==> src/vcc_pkg.sv <==
// constants and types shared by the voltage comparator control block
`default_nettype none
package vcc_pkg;

	// ------------------------------------------------------------
	// register byte offsets
	// ------------------------------------------------------------
	localparam int VCC_AW = 12;
	localparam logic [11:0] VCC_OFS_START = 12'h000;
	localparam logic [11:0] VCC_OFS_STOP = 12'h004;
	localparam logic [11:0] VCC_OFS_SAMPLE = 12'h008;
	localparam logic [11:0] VCC_OFS_READY = 12'h100;
	localparam logic [11:0] VCC_OFS_DOWN = 12'h104;
	localparam logic [11:0] VCC_OFS_UP = 12'h108;
	localparam logic [11:0] VCC_OFS_CROSS = 12'h10c;
	localparam logic [11:0] VCC_OFS_LINKS = 12'h200;
	localparam logic [11:0] VCC_OFS_IEN = 12'h300;
	localparam logic [11:0] VCC_OFS_IEN_SET = 12'h304;
	localparam logic [11:0] VCC_OFS_IEN_CLR = 12'h308;
	localparam logic [11:0] VCC_OFS_RESULT = 12'h400;
	localparam logic [11:0] VCC_OFS_ENABLE = 12'h500;
	localparam logic [11:0] VCC_OFS_POS_PIN = 12'h504;
	localparam logic [11:0] VCC_OFS_REF_SRC = 12'h508;
	localparam logic [11:0] VCC_OFS_EXT_PIN = 12'h50c;
	localparam logic [11:0] VCC_OFS_THRESH = 12'h530;
	localparam logic [11:0] VCC_OFS_MODE = 12'h534;
	localparam logic [11:0] VCC_OFS_DIFF_HYSTERESIS_ENABLE = 12'h538;

	// ------------------------------------------------------------
	// field layout
	// ------------------------------------------------------------
	localparam int VCC_LADDER_W = 6;
	localparam int VCC_TH_LO_LSB = 0;
	localparam int VCC_TH_HI_LSB = 8;
	localparam int VCC_MODE_SPEED_LSB = 0;
	localparam int VCC_MODE_DIFF_BIT = 8;
	localparam int VCC_LNK_RDY_SAMPLE = 0;
	localparam int VCC_LNK_RDY_STOP = 1;
	localparam int VCC_LNK_DOWN_STOP = 2;
	localparam int VCC_LNK_UP_STOP = 3;
	localparam int VCC_LNK_CROSS_STOP = 4;
	localparam int VCC_LNK_W = 5;
	localparam int VCC_IEN_READY = 0;
	localparam int VCC_IEN_DOWN = 1;
	localparam int VCC_IEN_UP = 2;
	localparam int VCC_IEN_CROSS = 3;
	localparam int VCC_IEN_W = 4;

	// ------------------------------------------------------------
	// timing
	// ------------------------------------------------------------
	localparam int VCC_CLK_NS = 20;
	localparam int VCC_T_INTREF_NS = 20000;
	localparam int VCC_T_CORE_NS = 5000;

	// ------------------------------------------------------------
	// enumerations and carriers
	// ------------------------------------------------------------
	typedef enum logic [2:0] {
		VCC_REF_INT_1V2 = 3'h0,
		VCC_REF_INT_1V8 = 3'h1,
		VCC_REF_INT_2V4 = 3'h2,
		VCC_REF_SUPPLY = 3'h3,
		VCC_REF_EXT_PIN = 3'h4
	} vcc_ref_t;

	typedef enum logic [1:0] {
		VCC_SPD_LOW_POWER = 2'h0,
		VCC_SPD_NORMAL = 2'h1,
		VCC_SPD_HIGH_SPEED = 2'h2
	} vcc_speed_t;

	typedef enum logic [1:0] {
		VCC_ST_OFF = 2'b00,
		VCC_ST_WARMUP = 2'b01,
		VCC_ST_RUN = 2'b10
	} vcc_state_t;

	typedef struct packed {
		logic pins_connected;
		logic core_on;
		logic [2:0] positive_input_pin;
		logic [2:0] external_reference_pin;
		vcc_ref_t reference_source;
		logic [5:0] ladder_level;
		logic diff_mode;
		vcc_speed_t speed;
		logic diff_hysteresis_enable_en;
	} vcc_ana_t;

endpackage : vcc_pkg
`default_nettype wire

==> src/vcc_top.sv <==
// voltage comparator control: apb registers, start/stop, events, ladder
`timescale 1ns/10ps
`default_nettype none
module vcc_top import vcc_pkg::*; #(
	parameter int T_INTREF_NS = VCC_T_INTREF_NS,
	parameter int T_CORE_NS = VCC_T_CORE_NS
) (
	// clock and reset
	input wire logic REF_CLK,
	input wire logic ARST_N,
	// apb slave
	input wire logic PSEL,
	input wire logic PENABLE,
	input wire logic PWRITE,
	input wire logic [VCC_AW-1:0] PADDR,
	input wire logic [31:0] PWDATA,
	output logic [31:0] PRDATA,
	output logic PREADY,
	output logic PSLVERR,
	// analog core
	input wire logic CMP_ABOVE,
	output vcc_ana_t ANA_CTRL,
	// interrupt
	output logic IRQ
);

	// ------------------------------------------------------------
	// timing counts
	// ------------------------------------------------------------
	localparam int INTREF_CYC = (T_INTREF_NS + VCC_CLK_NS - 1) / VCC_CLK_NS;
	localparam int CORE_CYC = (T_CORE_NS + VCC_CLK_NS - 1) / VCC_CLK_NS;
	localparam int CW = $clog2(INTREF_CYC + CORE_CYC + 2);
	localparam logic [CW-1:0] INTREF_LD = CW'(INTREF_CYC - 1);
	localparam logic [CW-1:0] CORE_LD = CW'(CORE_CYC - 1);

	// ------------------------------------------------------------
	// registers
	// ------------------------------------------------------------
	vcc_state_t state_r;
	logic [CW-1:0] cnt_r;
	logic enable_r;
	logic [2:0] pos_pin_r;
	logic [2:0] ext_pin_r;
	vcc_ref_t ref_src_r;
	logic [5:0] th_lo_r;
	logic [5:0] th_hi_r;
	logic diff_r;
	vcc_speed_t speed_r;
	logic diff_hysteresis_enable_r;
	logic [VCC_LNK_W-1:0] links_r;
	logic [VCC_IEN_W-1:0] ien_r;
	logic [VCC_IEN_W-1:0] flags_r;
	logic result_r;
	logic above_prev_r;
	logic [31:0] prdata_r;
	logic slverr_r;
	logic irq_r;
	vcc_ana_t ana_r;

	// ------------------------------------------------------------
	// bus decode
	// ------------------------------------------------------------
	logic wr;
	logic setup;
	logic [31:0] rd_nxt;
	logic hit_nxt;

	assign setup = PSEL & ~PENABLE;
	assign wr = PSEL & PENABLE & PWRITE;
	assign PREADY = PENABLE;
	assign PRDATA = prdata_r;
	assign PSLVERR = slverr_r;
	assign IRQ = irq_r;
	assign ANA_CTRL = ana_r;

	function automatic logic wr_at(input logic [VCC_AW-1:0] ofs);
		wr_at = wr && (PADDR == ofs);
	endfunction : wr_at

	// ------------------------------------------------------------
	// tasks, shortcuts and events
	// ------------------------------------------------------------
	logic start_req;
	logic stop_req;
	logic sample_req;
	logic ev_ready;
	logic ev_up;
	logic ev_down;
	logic ev_cross;
	logic stop_all;
	logic sample_all;
	logic use_intref;
	logic [VCC_IEN_W-1:0] ev_vec;

	assign start_req = wr_at(VCC_OFS_START) && PWDATA[0];
	assign stop_req = wr_at(VCC_OFS_STOP) && PWDATA[0];
	assign sample_req = wr_at(VCC_OFS_SAMPLE) && PWDATA[0];
	assign ev_ready = (state_r == VCC_ST_WARMUP) && (cnt_r == '0)
		&& enable_r && !stop_req;
	// a crossing is only seen on a running core with a valid output
	assign ev_up = (state_r == VCC_ST_RUN) && CMP_ABOVE
		&& !above_prev_r;
	assign ev_down = (state_r == VCC_ST_RUN) && !CMP_ABOVE
		&& above_prev_r;
	assign ev_cross = ev_up | ev_down;
	assign stop_all = stop_req
		| (ev_ready & links_r[VCC_LNK_RDY_STOP])
		| (ev_down & links_r[VCC_LNK_DOWN_STOP])
		| (ev_up & links_r[VCC_LNK_UP_STOP])
		| (ev_cross & links_r[VCC_LNK_CROSS_STOP]);
	assign sample_all = sample_req | (ev_ready & links_r[VCC_LNK_RDY_SAMPLE]);
	// the ladder only draws on an internal reference in single-ended mode
	assign use_intref = !diff_r && (ref_src_r == VCC_REF_INT_1V2
		|| ref_src_r == VCC_REF_INT_1V8 || ref_src_r == VCC_REF_INT_2V4);
	assign ev_vec = {ev_cross, ev_up, ev_down, ev_ready};

	// ------------------------------------------------------------
	// run state
	// ------------------------------------------------------------
	always_ff @(posedge REF_CLK or negedge ARST_N) begin
		if (!ARST_N) begin
			state_r <= VCC_ST_OFF;
			cnt_r <= '0;
		end else if (!enable_r) begin
			state_r <= VCC_ST_OFF;
			cnt_r <= '0;
		end else begin
			case (state_r)
				VCC_ST_OFF: begin
					if (start_req) begin
						state_r <= VCC_ST_WARMUP;
						cnt_r <= use_intref ? INTREF_LD : CORE_LD;
					end
				end
				VCC_ST_WARMUP: begin
					if (stop_all) begin
						state_r <= VCC_ST_OFF;
					end else if (cnt_r == '0) begin
						state_r <= VCC_ST_RUN;
					end else begin
						cnt_r <= cnt_r - CW'(1);
					end
				end
				VCC_ST_RUN: begin
					if (stop_all) begin
						state_r <= VCC_ST_OFF;
					end
				end
				default: begin
					state_r <= VCC_ST_OFF;
				end
			endcase
		end
	end

	// ------------------------------------------------------------
	// output tracking and sample
	// ------------------------------------------------------------
	always_ff @(posedge REF_CLK or negedge ARST_N) begin
		if (!ARST_N) begin
			above_prev_r <= 1'b0;
		end else begin
			above_prev_r <= CMP_ABOVE;
		end
	end

	always_ff @(posedge REF_CLK or negedge ARST_N) begin
		if (!ARST_N) begin
			result_r <= 1'b0;
		end else if (sample_all) begin
			result_r <= CMP_ABOVE;
		end
	end

	// ------------------------------------------------------------
	// configuration registers
	// ------------------------------------------------------------
	always_ff @(posedge REF_CLK or negedge ARST_N) begin
		if (!ARST_N) begin
			enable_r <= 1'b0;
			pos_pin_r <= '0;
			ext_pin_r <= '0;
			ref_src_r <= VCC_REF_INT_1V2;
			th_lo_r <= '0;
			th_hi_r <= '0;
			diff_r <= 1'b0;
			speed_r <= VCC_SPD_LOW_POWER;
			links_r <= '0;
		end else begin
			if (wr_at(VCC_OFS_ENABLE)) begin
				enable_r <= PWDATA[0];
			end
			if (wr_at(VCC_OFS_POS_PIN)) begin
				pos_pin_r <= PWDATA[2:0];
			end
			if (wr_at(VCC_OFS_EXT_PIN)) begin
				ext_pin_r <= PWDATA[2:0];
			end
			// undefined source codes are dropped, keeping the last legal one
			if (wr_at(VCC_OFS_REF_SRC) && PWDATA[2:0] <= VCC_REF_EXT_PIN) begin
				ref_src_r <= vcc_ref_t'(PWDATA[2:0]);
			end
			if (wr_at(VCC_OFS_THRESH)) begin
				th_lo_r <= PWDATA[VCC_TH_LO_LSB +: VCC_LADDER_W];
				th_hi_r <= PWDATA[VCC_TH_HI_LSB +: VCC_LADDER_W];
			end
			if (wr_at(VCC_OFS_MODE)) begin
				diff_r <= PWDATA[VCC_MODE_DIFF_BIT];
				if (PWDATA[VCC_MODE_SPEED_LSB +: 2] <= VCC_SPD_HIGH_SPEED) begin
					speed_r <= vcc_speed_t'(PWDATA[VCC_MODE_SPEED_LSB +: 2]);
				end
			end
			if (wr_at(VCC_OFS_LINKS)) begin
				links_r <= PWDATA[VCC_LNK_W-1:0];
			end
		end
	end

	always_ff @(posedge REF_CLK or negedge ARST_N) begin
		if (!ARST_N) begin
			diff_hysteresis_enable_r <= 1'b0;
		end else if (wr_at(VCC_OFS_DIFF_HYSTERESIS_ENABLE) && diff_r) begin
			diff_hysteresis_enable_r <= PWDATA[0];
		end
	end

	// ------------------------------------------------------------
	// event flags and interrupt enables
	// ------------------------------------------------------------
	logic [VCC_IEN_W-1:0] flag_wr;

	assign flag_wr = {wr_at(VCC_OFS_CROSS), wr_at(VCC_OFS_UP),
		wr_at(VCC_OFS_DOWN), wr_at(VCC_OFS_READY)};

	genvar gi;
	generate
		for (gi = 0; gi < VCC_IEN_W; gi++) begin : g_flag
			// a new event beats a clearing write in the same cycle
			always_ff @(posedge REF_CLK or negedge ARST_N) begin
				if (!ARST_N) begin
					flags_r[gi] <= 1'b0;
				end else if (ev_vec[gi]) begin
					flags_r[gi] <= 1'b1;
				end else if (flag_wr[gi]) begin
					flags_r[gi] <= PWDATA[0];
				end
			end
		end
	endgenerate

	always_ff @(posedge REF_CLK or negedge ARST_N) begin
		if (!ARST_N) begin
			ien_r <= '0;
		end else if (wr_at(VCC_OFS_IEN)) begin
			ien_r <= PWDATA[VCC_IEN_W-1:0];
		end else if (wr_at(VCC_OFS_IEN_SET)) begin
			ien_r <= ien_r | PWDATA[VCC_IEN_W-1:0];
		end else if (wr_at(VCC_OFS_IEN_CLR)) begin
			ien_r <= ien_r & ~PWDATA[VCC_IEN_W-1:0];
		end
	end

	always_ff @(posedge REF_CLK or negedge ARST_N) begin
		if (!ARST_N) begin
			irq_r <= 1'b0;
		end else begin
			irq_r <= |(flags_r & ien_r);
		end
	end

	// ------------------------------------------------------------
	// analog control
	// ------------------------------------------------------------
	always_ff @(posedge REF_CLK or negedge ARST_N) begin
		if (!ARST_N) begin
			ana_r <= '0;
		end else begin
			ana_r.pins_connected <= enable_r;
			ana_r.core_on <= enable_r && (state_r != VCC_ST_OFF);
			ana_r.positive_input_pin <= pos_pin_r;
			ana_r.external_reference_pin <= ext_pin_r;
			ana_r.reference_source <= ref_src_r;
			// hysteresis: drop to the lower level once the output is above
			ana_r.ladder_level <= CMP_ABOVE ? th_lo_r : th_hi_r;
			ana_r.diff_mode <= diff_r;
			ana_r.speed <= speed_r;
			ana_r.diff_hysteresis_enable_en <= diff_r & diff_hysteresis_enable_r;
		end
	end

	// ------------------------------------------------------------
	// read mux, captured in the setup phase
	// ------------------------------------------------------------
	always_comb begin
		rd_nxt = '0;
		hit_nxt = 1'b1;
		case (PADDR)
			VCC_OFS_START, VCC_OFS_STOP, VCC_OFS_SAMPLE: rd_nxt = '0;
			VCC_OFS_READY: rd_nxt[0] = flags_r[VCC_IEN_READY];
			VCC_OFS_DOWN: rd_nxt[0] = flags_r[VCC_IEN_DOWN];
			VCC_OFS_UP: rd_nxt[0] = flags_r[VCC_IEN_UP];
			VCC_OFS_CROSS: rd_nxt[0] = flags_r[VCC_IEN_CROSS];
			VCC_OFS_LINKS: rd_nxt[VCC_LNK_W-1:0] = links_r;
			VCC_OFS_IEN, VCC_OFS_IEN_SET, VCC_OFS_IEN_CLR: begin
				rd_nxt[VCC_IEN_W-1:0] = ien_r;
			end
			VCC_OFS_RESULT: rd_nxt[0] = result_r;
			VCC_OFS_ENABLE: rd_nxt[0] = enable_r;
			VCC_OFS_POS_PIN: rd_nxt[2:0] = pos_pin_r;
			VCC_OFS_REF_SRC: rd_nxt[2:0] = ref_src_r;
			VCC_OFS_EXT_PIN: rd_nxt[2:0] = ext_pin_r;
			VCC_OFS_THRESH: begin
				rd_nxt[VCC_TH_LO_LSB +: VCC_LADDER_W] = th_lo_r;
				rd_nxt[VCC_TH_HI_LSB +: VCC_LADDER_W] = th_hi_r;
			end
			VCC_OFS_MODE: begin
				rd_nxt[VCC_MODE_SPEED_LSB +: 2] = speed_r;
				rd_nxt[VCC_MODE_DIFF_BIT] = diff_r;
			end
			VCC_OFS_DIFF_HYSTERESIS_ENABLE: rd_nxt[0] = diff_hysteresis_enable_r;
			default: hit_nxt = 1'b0;
		endcase
	end

	always_ff @(posedge REF_CLK or negedge ARST_N) begin
		if (!ARST_N) begin
			prdata_r <= '0;
			slverr_r <= 1'b0;
		end else if (setup) begin
			prdata_r <= PWRITE ? 32'h0000_0000 : rd_nxt;
			slverr_r <= !hit_nxt;
		end
	end

	// ------------------------------------------------------------
	// checks
	// ------------------------------------------------------------
	logic [CW-1:0] wait_r;
	logic [CW-1:0] want_r;

	always_ff @(posedge REF_CLK or negedge ARST_N) begin
		if (!ARST_N) begin
			wait_r <= '0;
			want_r <= '0;
		end else if (state_r == VCC_ST_OFF) begin
			wait_r <= '0;
			want_r <= use_intref ? INTREF_LD : CORE_LD;
		end else if (state_r == VCC_ST_WARMUP) begin
			wait_r <= wait_r + CW'(1);
		end
	end
endmodule : vcc_top
`default_nettype wire
==> config.mk <==
export PLATFORM = sky130hd
export DESIGN_NAME = vcc_top
export DESIGN_NICKNAME = d
export VERILOG_FILES = /design/src/vcc_pkg.sv /design/src/vcc_top.sv
export SDC_FILE = /design/constraint.sdc
export NUM_CORES = 1
export LEC_CHECK = 0
export BUFFER_PORTS_ARGS = -buffer_cell sky130_fd_sc_hd__buf_2
export CAP_MARGIN = 20
export CELL_PAD_IN_SITES_DETAIL_PLACEMENT = 1
export CELL_PAD_IN_SITES_GLOBAL_PLACEMENT = 1
export CORE_ASPECT_RATIO = 0.5
export CORE_UTILIZATION = 42
export DETAILED_ROUTE_END_ITERATION = 16
export MAX_ROUTING_LAYER = met4
export PLACE_DENSITY = 0.81
export SLEW_MARGIN = 20
export SYNTH_ARGS = -nofsm -noshare
export SYNTH_HDL_FRONTEND = slang
export SYNTH_SLANG_ARGS = --single-unit
==> constraint.sdc <==
create_clock -name REF_CLK -period 2.5 [get_ports REF_CLK]
set_input_delay 0.125 -clock REF_CLK [delete_from_list [all_inputs] [get_ports REF_CLK]]
set_output_delay 0.125 -clock REF_CLK [all_outputs]
set_load 0.01 [all_outputs]
* After elaboration in Yosys (flattened, before gate mapping)
Cells that the tools add are included.
** Operators by class
- $add $sub $neg :: 1
- Magnitude comparators :: 2
- Equality and inequality tests :: 28
- Mux-type cells :: 34
- Bitwise logic cells :: 20
- Reduce and logical (&&, ||, !) cells :: 55
** Operator list (count)
- 12-bit by 11-bit == test with 1-bit output, second input constant :: 8
- 12-bit by 10-bit == test with 1-bit output, second input constant :: 4
- 12-bit by 9-bit == test with 1-bit output, second input constant :: 4
- 11-bit 2-to-1 mux :: 4
- 1-bit logical AND :: 32
- 11-bit one-hot mux with 2 select lines :: 1
- 19-bit OR reduction :: 1
- 14-bit 2-to-1 mux :: 1
- 1-bit one-hot mux with 14 select lines :: 1
- 12-bit by 3-bit == test with 1-bit output, second input constant :: 1
- 12-bit by 4-bit == test with 1-bit output, second input constant :: 1
- 12-bit zero test :: 1
- 4-bit 2-to-1 mux :: 3
- 3-bit != test, second input constant :: 4
- 11-bit zero test :: 1
- 11-bit by 1-bit subtractor with 11-bit output, second input constant :: 1
- 1-bit 2-to-1 mux :: 10
- 10-bit 2-to-1 mux :: 1
- 2-bit 2-to-1 mux :: 5
- 2-bit nonzero test :: 5
- 1-bit bitwise AND :: 9
- 4-bit bitwise AND :: 2
- 1-bit one-hot mux with 7 select lines :: 1
- 6-bit 2-to-1 mux :: 1
- 27 further kinds :: 38
** Word-level totals
- Bits in registers :: 109
- Input bits :: 50
- Output and inout bits :: 56
- Logic and storage cells :: 171

* Longest topological paths before layout
- Depth in word-level cells :: 14
- Depth in mapped cells :: 7
- Depth with buffers taken out :: 7

* Least setup slack after synthesis
OpenSTA, ideal clock, no wires.
- Path type :: input port to flip-flop
- Start :: input PADDR[9]
- End :: register cnt_r[1]
- Setup time :: 0.125 ns
- Data arrival time :: 2.155 ns
- Required time :: 2.375 ns
- Path slack :: 0.220 ns
- Stages on the path :: 7
- Path buffers :: 2
- Path through :: clkbuf_1 -> or4_4 -> or4_1 -> buf_2 -> a32oi_4 -> o21ai_4 -> mux2_4
** Between the ends
- Longest elaborated chain between the ends :: 12
- Elaborated cells on any way between the ends :: 16
- Those cells by class :: eq/ne: 3; bitwise: 5; reduce/logical: 8
** RTL lines
- from (decl) :: RTL line vcc_top.sv:15 : input wire logic [VCC_AW-1:0] PADDR,
- 12-bit by 3-bit == test with 1-bit output :: RTL line vcc_top.sv:77 : wr_at = wr && (PADDR == ofs);
- 1-bit logical AND :: RTL line vcc_top.sv:77
- 1-bit logical AND :: RTL line vcc_top.sv:96 : assign stop_req = wr_at(VCC_OFS_STOP) && PWDATA[0];
- 1-bit zero test :: RTL line vcc_top.sv:99 : && enable_r && !stop_req;
- 1-bit logical AND :: RTL line vcc_top.sv:99
- 1-bit bitwise AND :: RTL line vcc_top.sv:107 : | (ev_ready & links_r[VCC_LNK_RDY_STOP])
- 1-bit bitwise OR :: RTL line vcc_top.sv:107
- 1-bit bitwise OR :: RTL line vcc_top.sv:108 : | (ev_down & links_r[VCC_LNK_DOWN_STOP])
- 1-bit bitwise OR :: RTL line vcc_top.sv:109 : | (ev_up & links_r[VCC_LNK_UP_STOP])
- 1-bit bitwise OR :: RTL line vcc_top.sv:110 : | (ev_cross & links_r[VCC_LNK_CROSS_STOP]);
- 3-bit != test (no source line)
- 4-bit AND reduction (no source line) *
- to (signal assigned) :: RTL line vcc_top.sv:132 : cnt_r <= use_intref ? INTREF_LD : CORE_LD;
- to (signal assigned) :: RTL line vcc_top.sv:141 : cnt_r <= cnt_r - CW'(1);
- to (decl) :: RTL line vcc_top.sv:40 : logic [CW-1:0] cnt_r;
Mark *: on every way between the ends. The rest lies on a longest branch, timed or not.
A chain may end at the register's enable or synchronous reset.

* Worst setup path after layout
- Start :: register cnt_r[0]
- End :: register cnt_r[1]
** Between the ends
- Longest elaborated chain between the ends :: 11
- Elaborated cells on any way between the ends :: 17
- Those cells by class :: add/sub: 1; eq/ne: 2; mux: 4; bitwise: 5; reduce/logical: 5
** RTL lines
- 11-bit zero test :: RTL line vcc_top.sv:98, vcc_top.sv:138
- 1-bit logical AND :: RTL line vcc_top.sv:98 : assign ev_ready = (state_r == VCC_ST_WARMUP) && (cnt_r == '0)
- 1-bit logical AND (2 in a row) :: RTL line vcc_top.sv:99
- 1-bit bitwise AND :: RTL line vcc_top.sv:107
- 1-bit bitwise OR :: RTL line vcc_top.sv:107
- 1-bit bitwise OR :: RTL line vcc_top.sv:108
- 1-bit bitwise OR :: RTL line vcc_top.sv:109
- 1-bit bitwise OR :: RTL line vcc_top.sv:110
- 3-bit != test (no source line)
- 4-bit AND reduction (no source line)
Parallel ways exist; a longest one is shown, timed or not. The select of a mux whose other input is x is not followed.

==> flow_summary.html <==
<table>
<tr><th>Metric</th><th>Value</th></tr>
<tr><th colspan="2">GRT</th></tr>
<tr><td>Number of global-route vias before repair</td><td>3778</td></tr>
<tr><td>Antenna violations before repair</td><td>1</td></tr>
<tr><td>Wire length of the first global-routing pass</td><td>20.07 mm</td></tr>
<tr><td>Maximum number of pins on one net before global-route repair</td><td>between 40 and 50</td></tr>
<tr><td>Global route overflow</td><td>0</td></tr>
<tr><td>Gr usage total</td><td>approximately 25%</td></tr>
<tr><th colspan="2">STA</th></tr>
<tr><td>Worst hold margin</td><td>0.009096 ns</td></tr>
<tr><td>Final critical-path required period</td><td>2.163 ns</td></tr>
<tr><td>Worst slew pin tran</td><td>0.7508 ns</td></tr>
<tr><td>Setup repair after global routing missed its margin</td><td>no</td></tr>
<tr><td>Max Slew Vio Count</td><td>0</td></tr>
<tr><td>Number of setup violations in the final report</td><td>0</td></tr>
<tr><td>Relative slew slack</td><td>49.95%</td></tr>
<tr><td>Fmax</td><td>approximately 460 MHz</td></tr>
<tr><td>Setup TNS after final layout</td><td>0 ns</td></tr>
<tr><td>Final Hold Vio Count</td><td>0</td></tr>
<tr><td>Period utilisation layout</td><td>86.52%</td></tr>
<tr><td>Clock skew</td><td>0.008176 ns</td></tr>
<tr><th colspan="2">Power</th></tr>
<tr><td>Power per cell area</td><td>577.0 nW/um^2</td></tr>
<tr><td>Worst supply voltage drop on vdd</td><td>0.2785 mV</td></tr>
<tr><td>Leakage</td><td>between 0.002 and 0.003 uW</td></tr>
<tr><th colspan="2">Yosys</th></tr>
<tr><td>Post-Syn Instances</td><td>421</td></tr>
<tr><td>Per-instance average area after synthesis</td><td>10.72 sq um</td></tr>
<tr><td>Part of the Yosys area used for sequential elements</td><td>between 40 and 50%</td></tr>
<tr><td>Flop and latch count out of synthesis</td><td>89</td></tr>
<tr><td>Synth async-reset ratio</td><td>100.0%</td></tr>
<tr><td>Count of flip-flops with a built-in enable after synthesis</td><td>0</td></tr>
<tr><td>Largest area contributor in the netlist</td><td>dfrtp_1</td></tr>
<tr><td>Number of distinct library cells after synthesis</td><td>66</td></tr>
<tr><td>Synth top area share</td><td>roughly half</td></tr>
<tr><td>Post-synthesis cell area</td><td>4513 sq um</td></tr>
<tr><td>YS warnings</td><td>0</td></tr>
<tr><td>Top post-synthesis cells by area</td><td>dfrtp_1 (49%), mux2_2 (9.2%), buf_4 (3.5%)</td></tr>
<tr><td>Top_reg_cell synth</td><td>dfrtp_1</td></tr>
<tr><th colspan="2">Clock network</th></tr>
<tr><td>Clock-pin slew on the worst setup and hold paths</td><td>0.07 ns</td></tr>
<tr><td>Buffers inserted during post-CTS setup optimization</td><td>0</td></tr>
<tr><td>H-Tree Depth</td><td>3</td></tr>
<tr><td>Clock root cell</td><td>clkbuf_16</td></tr>
<tr><td>Latest clock arrival within the worst-skew pair</td><td>0.35 ns</td></tr>
<tr><td>TritonCTS clock tree</td><td>done</td></tr>
<tr><td>Clock buffer count from CTS</td><td>9</td></tr>
<tr><td>Clock sink total</td><td>89</td></tr>
<tr><td>Maximum root-to-sink buffer count</td><td>2</td></tr>
<tr><th colspan="2">Critical path</th></tr>
<tr><td>Required time of the worst setup path</td><td>about 2.7 ns</td></tr>
<tr><td>Largest fanout of any net on the critical path</td><td>9</td></tr>
<tr><td>Critical Path End Type</td><td>flop</td></tr>
<tr><td>Worst path arrival time</td><td>2.40 ns</td></tr>
<tr><td>CP Class</td><td>reg2reg</td></tr>
<tr><td>Worst Setup Start Kind</td><td>flop</td></tr>
<tr><th colspan="2">Placed design</th></tr>
<tr><td>Weighted congestion reported at the end of routability-driven placement</td><td>roughly 0.9</td></tr>
<tr><td>Port-buffer cells</td><td>65</td></tr>
<tr><td>HPWL after detailed placement</td><td>~9.0 mm</td></tr>
<tr><th colspan="2">Floorplanning</th></tr>
<tr><td>Cell row count</td><td>26</td></tr>
<tr><td>Starting utilization of the core area</td><td>43.76%</td></tr>
<tr><td>Core region area</td><td>10310 sq um</td></tr>
<tr><td>Die Footprint</td><td>11190 sq um</td></tr>
<tr><td>Chip Width</td><td>148.6 um</td></tr>
<tr><td>Number of top-level design ports</td><td>between 100 and 150</td></tr>
<tr><td>Die Height</td><td>between 70 and 80 um</td></tr>
<tr><th colspan="2">Layout</th></tr>
<tr><td>Ratio of cells with drive above 1 in the final layout</td><td>32.21%</td></tr>
<tr><td>Most common library cell in the layout ignoring fill and taps</td><td>dfrtp_1</td></tr>
<tr><td>Commonest non-fill, non-tap cells in the layout</td><td>dfrtp_1 (89), buf_2 (64), mux2_2 (37)</td></tr>
<tr><td>Area grow syn2layout</td><td>19.07%</td></tr>
<tr><td>Multi-input gate area</td><td>about 2100 sq um</td></tr>
<tr><td>Net total in the final layout</td><td>551</td></tr>
<tr><td>Filler instances</td><td>1164</td></tr>
<tr><td>FF/Latch Area</td><td>2227 sq um</td></tr>
<tr><th colspan="2">Drt</th></tr>
<tr><td>Final wirelength</td><td>12.73 mm</td></tr>
<tr><td>Drc violations</td><td>0</td></tr>
<tr><td>Routed length per placed instance</td><td>19.76 um</td></tr>
<tr><td>Detailed-routing iteration count for the pre-antenna-repair pass</td><td>4</td></tr>
<tr><td>Count of nets left with antenna violations after detail routing</td><td>0</td></tr>
<tr><td>Detail-routed via count per cell</td><td>5.694</td></tr>
<tr><td>Vias after detailed routing</td><td>3667</td></tr>
<tr><td>Initial DRC count</td><td>between 150 and 200</td></tr>
<tr><th colspan="2">Status</th></tr>
<tr><td>Run status</td><td>finished, final reports clean</td></tr>
<tr><th colspan="2">Flow run</th></tr>
<tr><td>Number of max-cap violations</td><td>0</td></tr>
<tr><th colspan="2">Min path</th></tr>
<tr><td>Class of the tightest hold or removal check</td><td>in2reg</td></tr>
</table>
[path summary, 6_finish.rpt]
| kind | from | endpoint | slack (ns) | cells after the start |
|---|---|---|---|---|
| min in group asynchronous | ARST_N | ANA_CTRL[7]$_DFF_PN0_ | 0.36 | 2 |
| max | cnt_r[0]$_DFFE_PN0P_ | cnt_r[1]$_DFFE_PN0P_ | 0.34 | 7 |
| min reg2reg | ext_pin_r[2]$_DFFE_PN0P_ | ANA_CTRL[15]$_DFF_PN0_ | 0.40 | 0 |
| max reg2reg | cnt_r[0]$_DFFE_PN0P_ | cnt_r[1]$_DFFE_PN0P_ | 0.34 | 7 |
| max in group asynchronous | ARST_N | state_r[1]$_DFFE_PN0P_ | 1.48 | 3 |
| min | PWDATA[12] | th_hi_r[4]$_DFFE_PN0P_ | 0.009 | 2 |
[cell families after synthesis]
| logic type | share of synthesized area (%) |
|---|---|
| other | 0.08309 |
| buffers and inverters | 6.044 |
| multiplexers | 11.39 |
| adder cells (fa/ha/maj) | 0.5544 |
| AO/OA/AOI/OAI | 14.72 |
| AND/OR/NAND/NOR | 17.66 |
| XOR/XNOR | 0.1941 |
| flip-flops | 49.35 |
[layer usage]
metal | global-route usage [%] | routed length [um] | vias to the layer above | part of all wire [%]
li1 | - | - | 1676 | -
met4 | 9.966 | 265 | 0 | 2.1
met5 | - | 0 | - | 0
met1 | 30.93 | 5921 | 1851 | 47
met3 | 5.150 | 675 | 25 | 5.3
met2 | 39.82 | 5862 | 115 | 46
[worst max-delay path, cell delays in order, from the launching register on]
cell	delay [ns]
dfrtp_1	0.40
inv_1	0.13
ha_1	0.17
nor4b_2	0.30
a31oi_1	0.18
a32oi_4	0.43
o21ai_4	0.11
mux2_4	0.33
[synthesized netlist by cell type, drive strengths merged, types with 7 or more instances]
cell / n
a21oi: 9
a22o: 9
a31oi: 7
buf: 25
clkbuf: 18
dfrtp: 89
mux2: 38
nand2: 35
nand3: 7
nor2: 31
nor3: 16
nor4: 7
o21ai: 23
o22a: 10
[metrics by stage]
step                power [uW]  utilization [%]  cell area, sq um  worst slack (ns)  cells
floorplan                 1576                -              4584            0.2196    440
global placement          1651            48.85              5037           0.02858    627
detailed placement        1655            48.85              5037           0.02040    627
CTS                       3111            52.03              5365            0.1139    643
global route              3191            52.11              5374            0.1639    644
finish                    3101            52.11              5374            0.3369    644
[area by class of cell]
class | instances | area share, %
antenna | 1 | 0.04657
clock inverter | 6 | 1.723
tap | 140 | 3.260
sequential | 89 | 41.44
clock buffer | 9 | 4.191
timing repair buffer | 91 | 10.01
multi-input combinational | 302 | 38.91
inverter | 6 | 0.4191
[report_power, final]
part,total (uW),internal [uW],leakage (uW),switching [uW]
logic,183,58.6,0.00122,125
clock network,1470,875,0.000148,594
registers,1450,1440,0.00124,3.64
total,3100,2380,0.00261,722
[state kept, by name, summed over array words and instances, names as in the netlist, 2 cells and up, named ones only]
register   cells
links_r        5
th_hi_r        6
ext_pin_r      3
th_lo_r        6
PRDATA        12
state_r        2
speed_r        2
cnt_r         11
pos_pin_r      3
ANA_CTRL      21
flags_r        4
ref_src_r      3
[what timing repair did]
action | 4_1_cts | 5_1_grt
endpoints found under the setup margin | 0 | 2
resized for setup | 0 | 1
hold buffers | 1 | 0
hold endpoints to repair | 46 | 0
No activity file was read; power rests on OpenSTA's default activity.
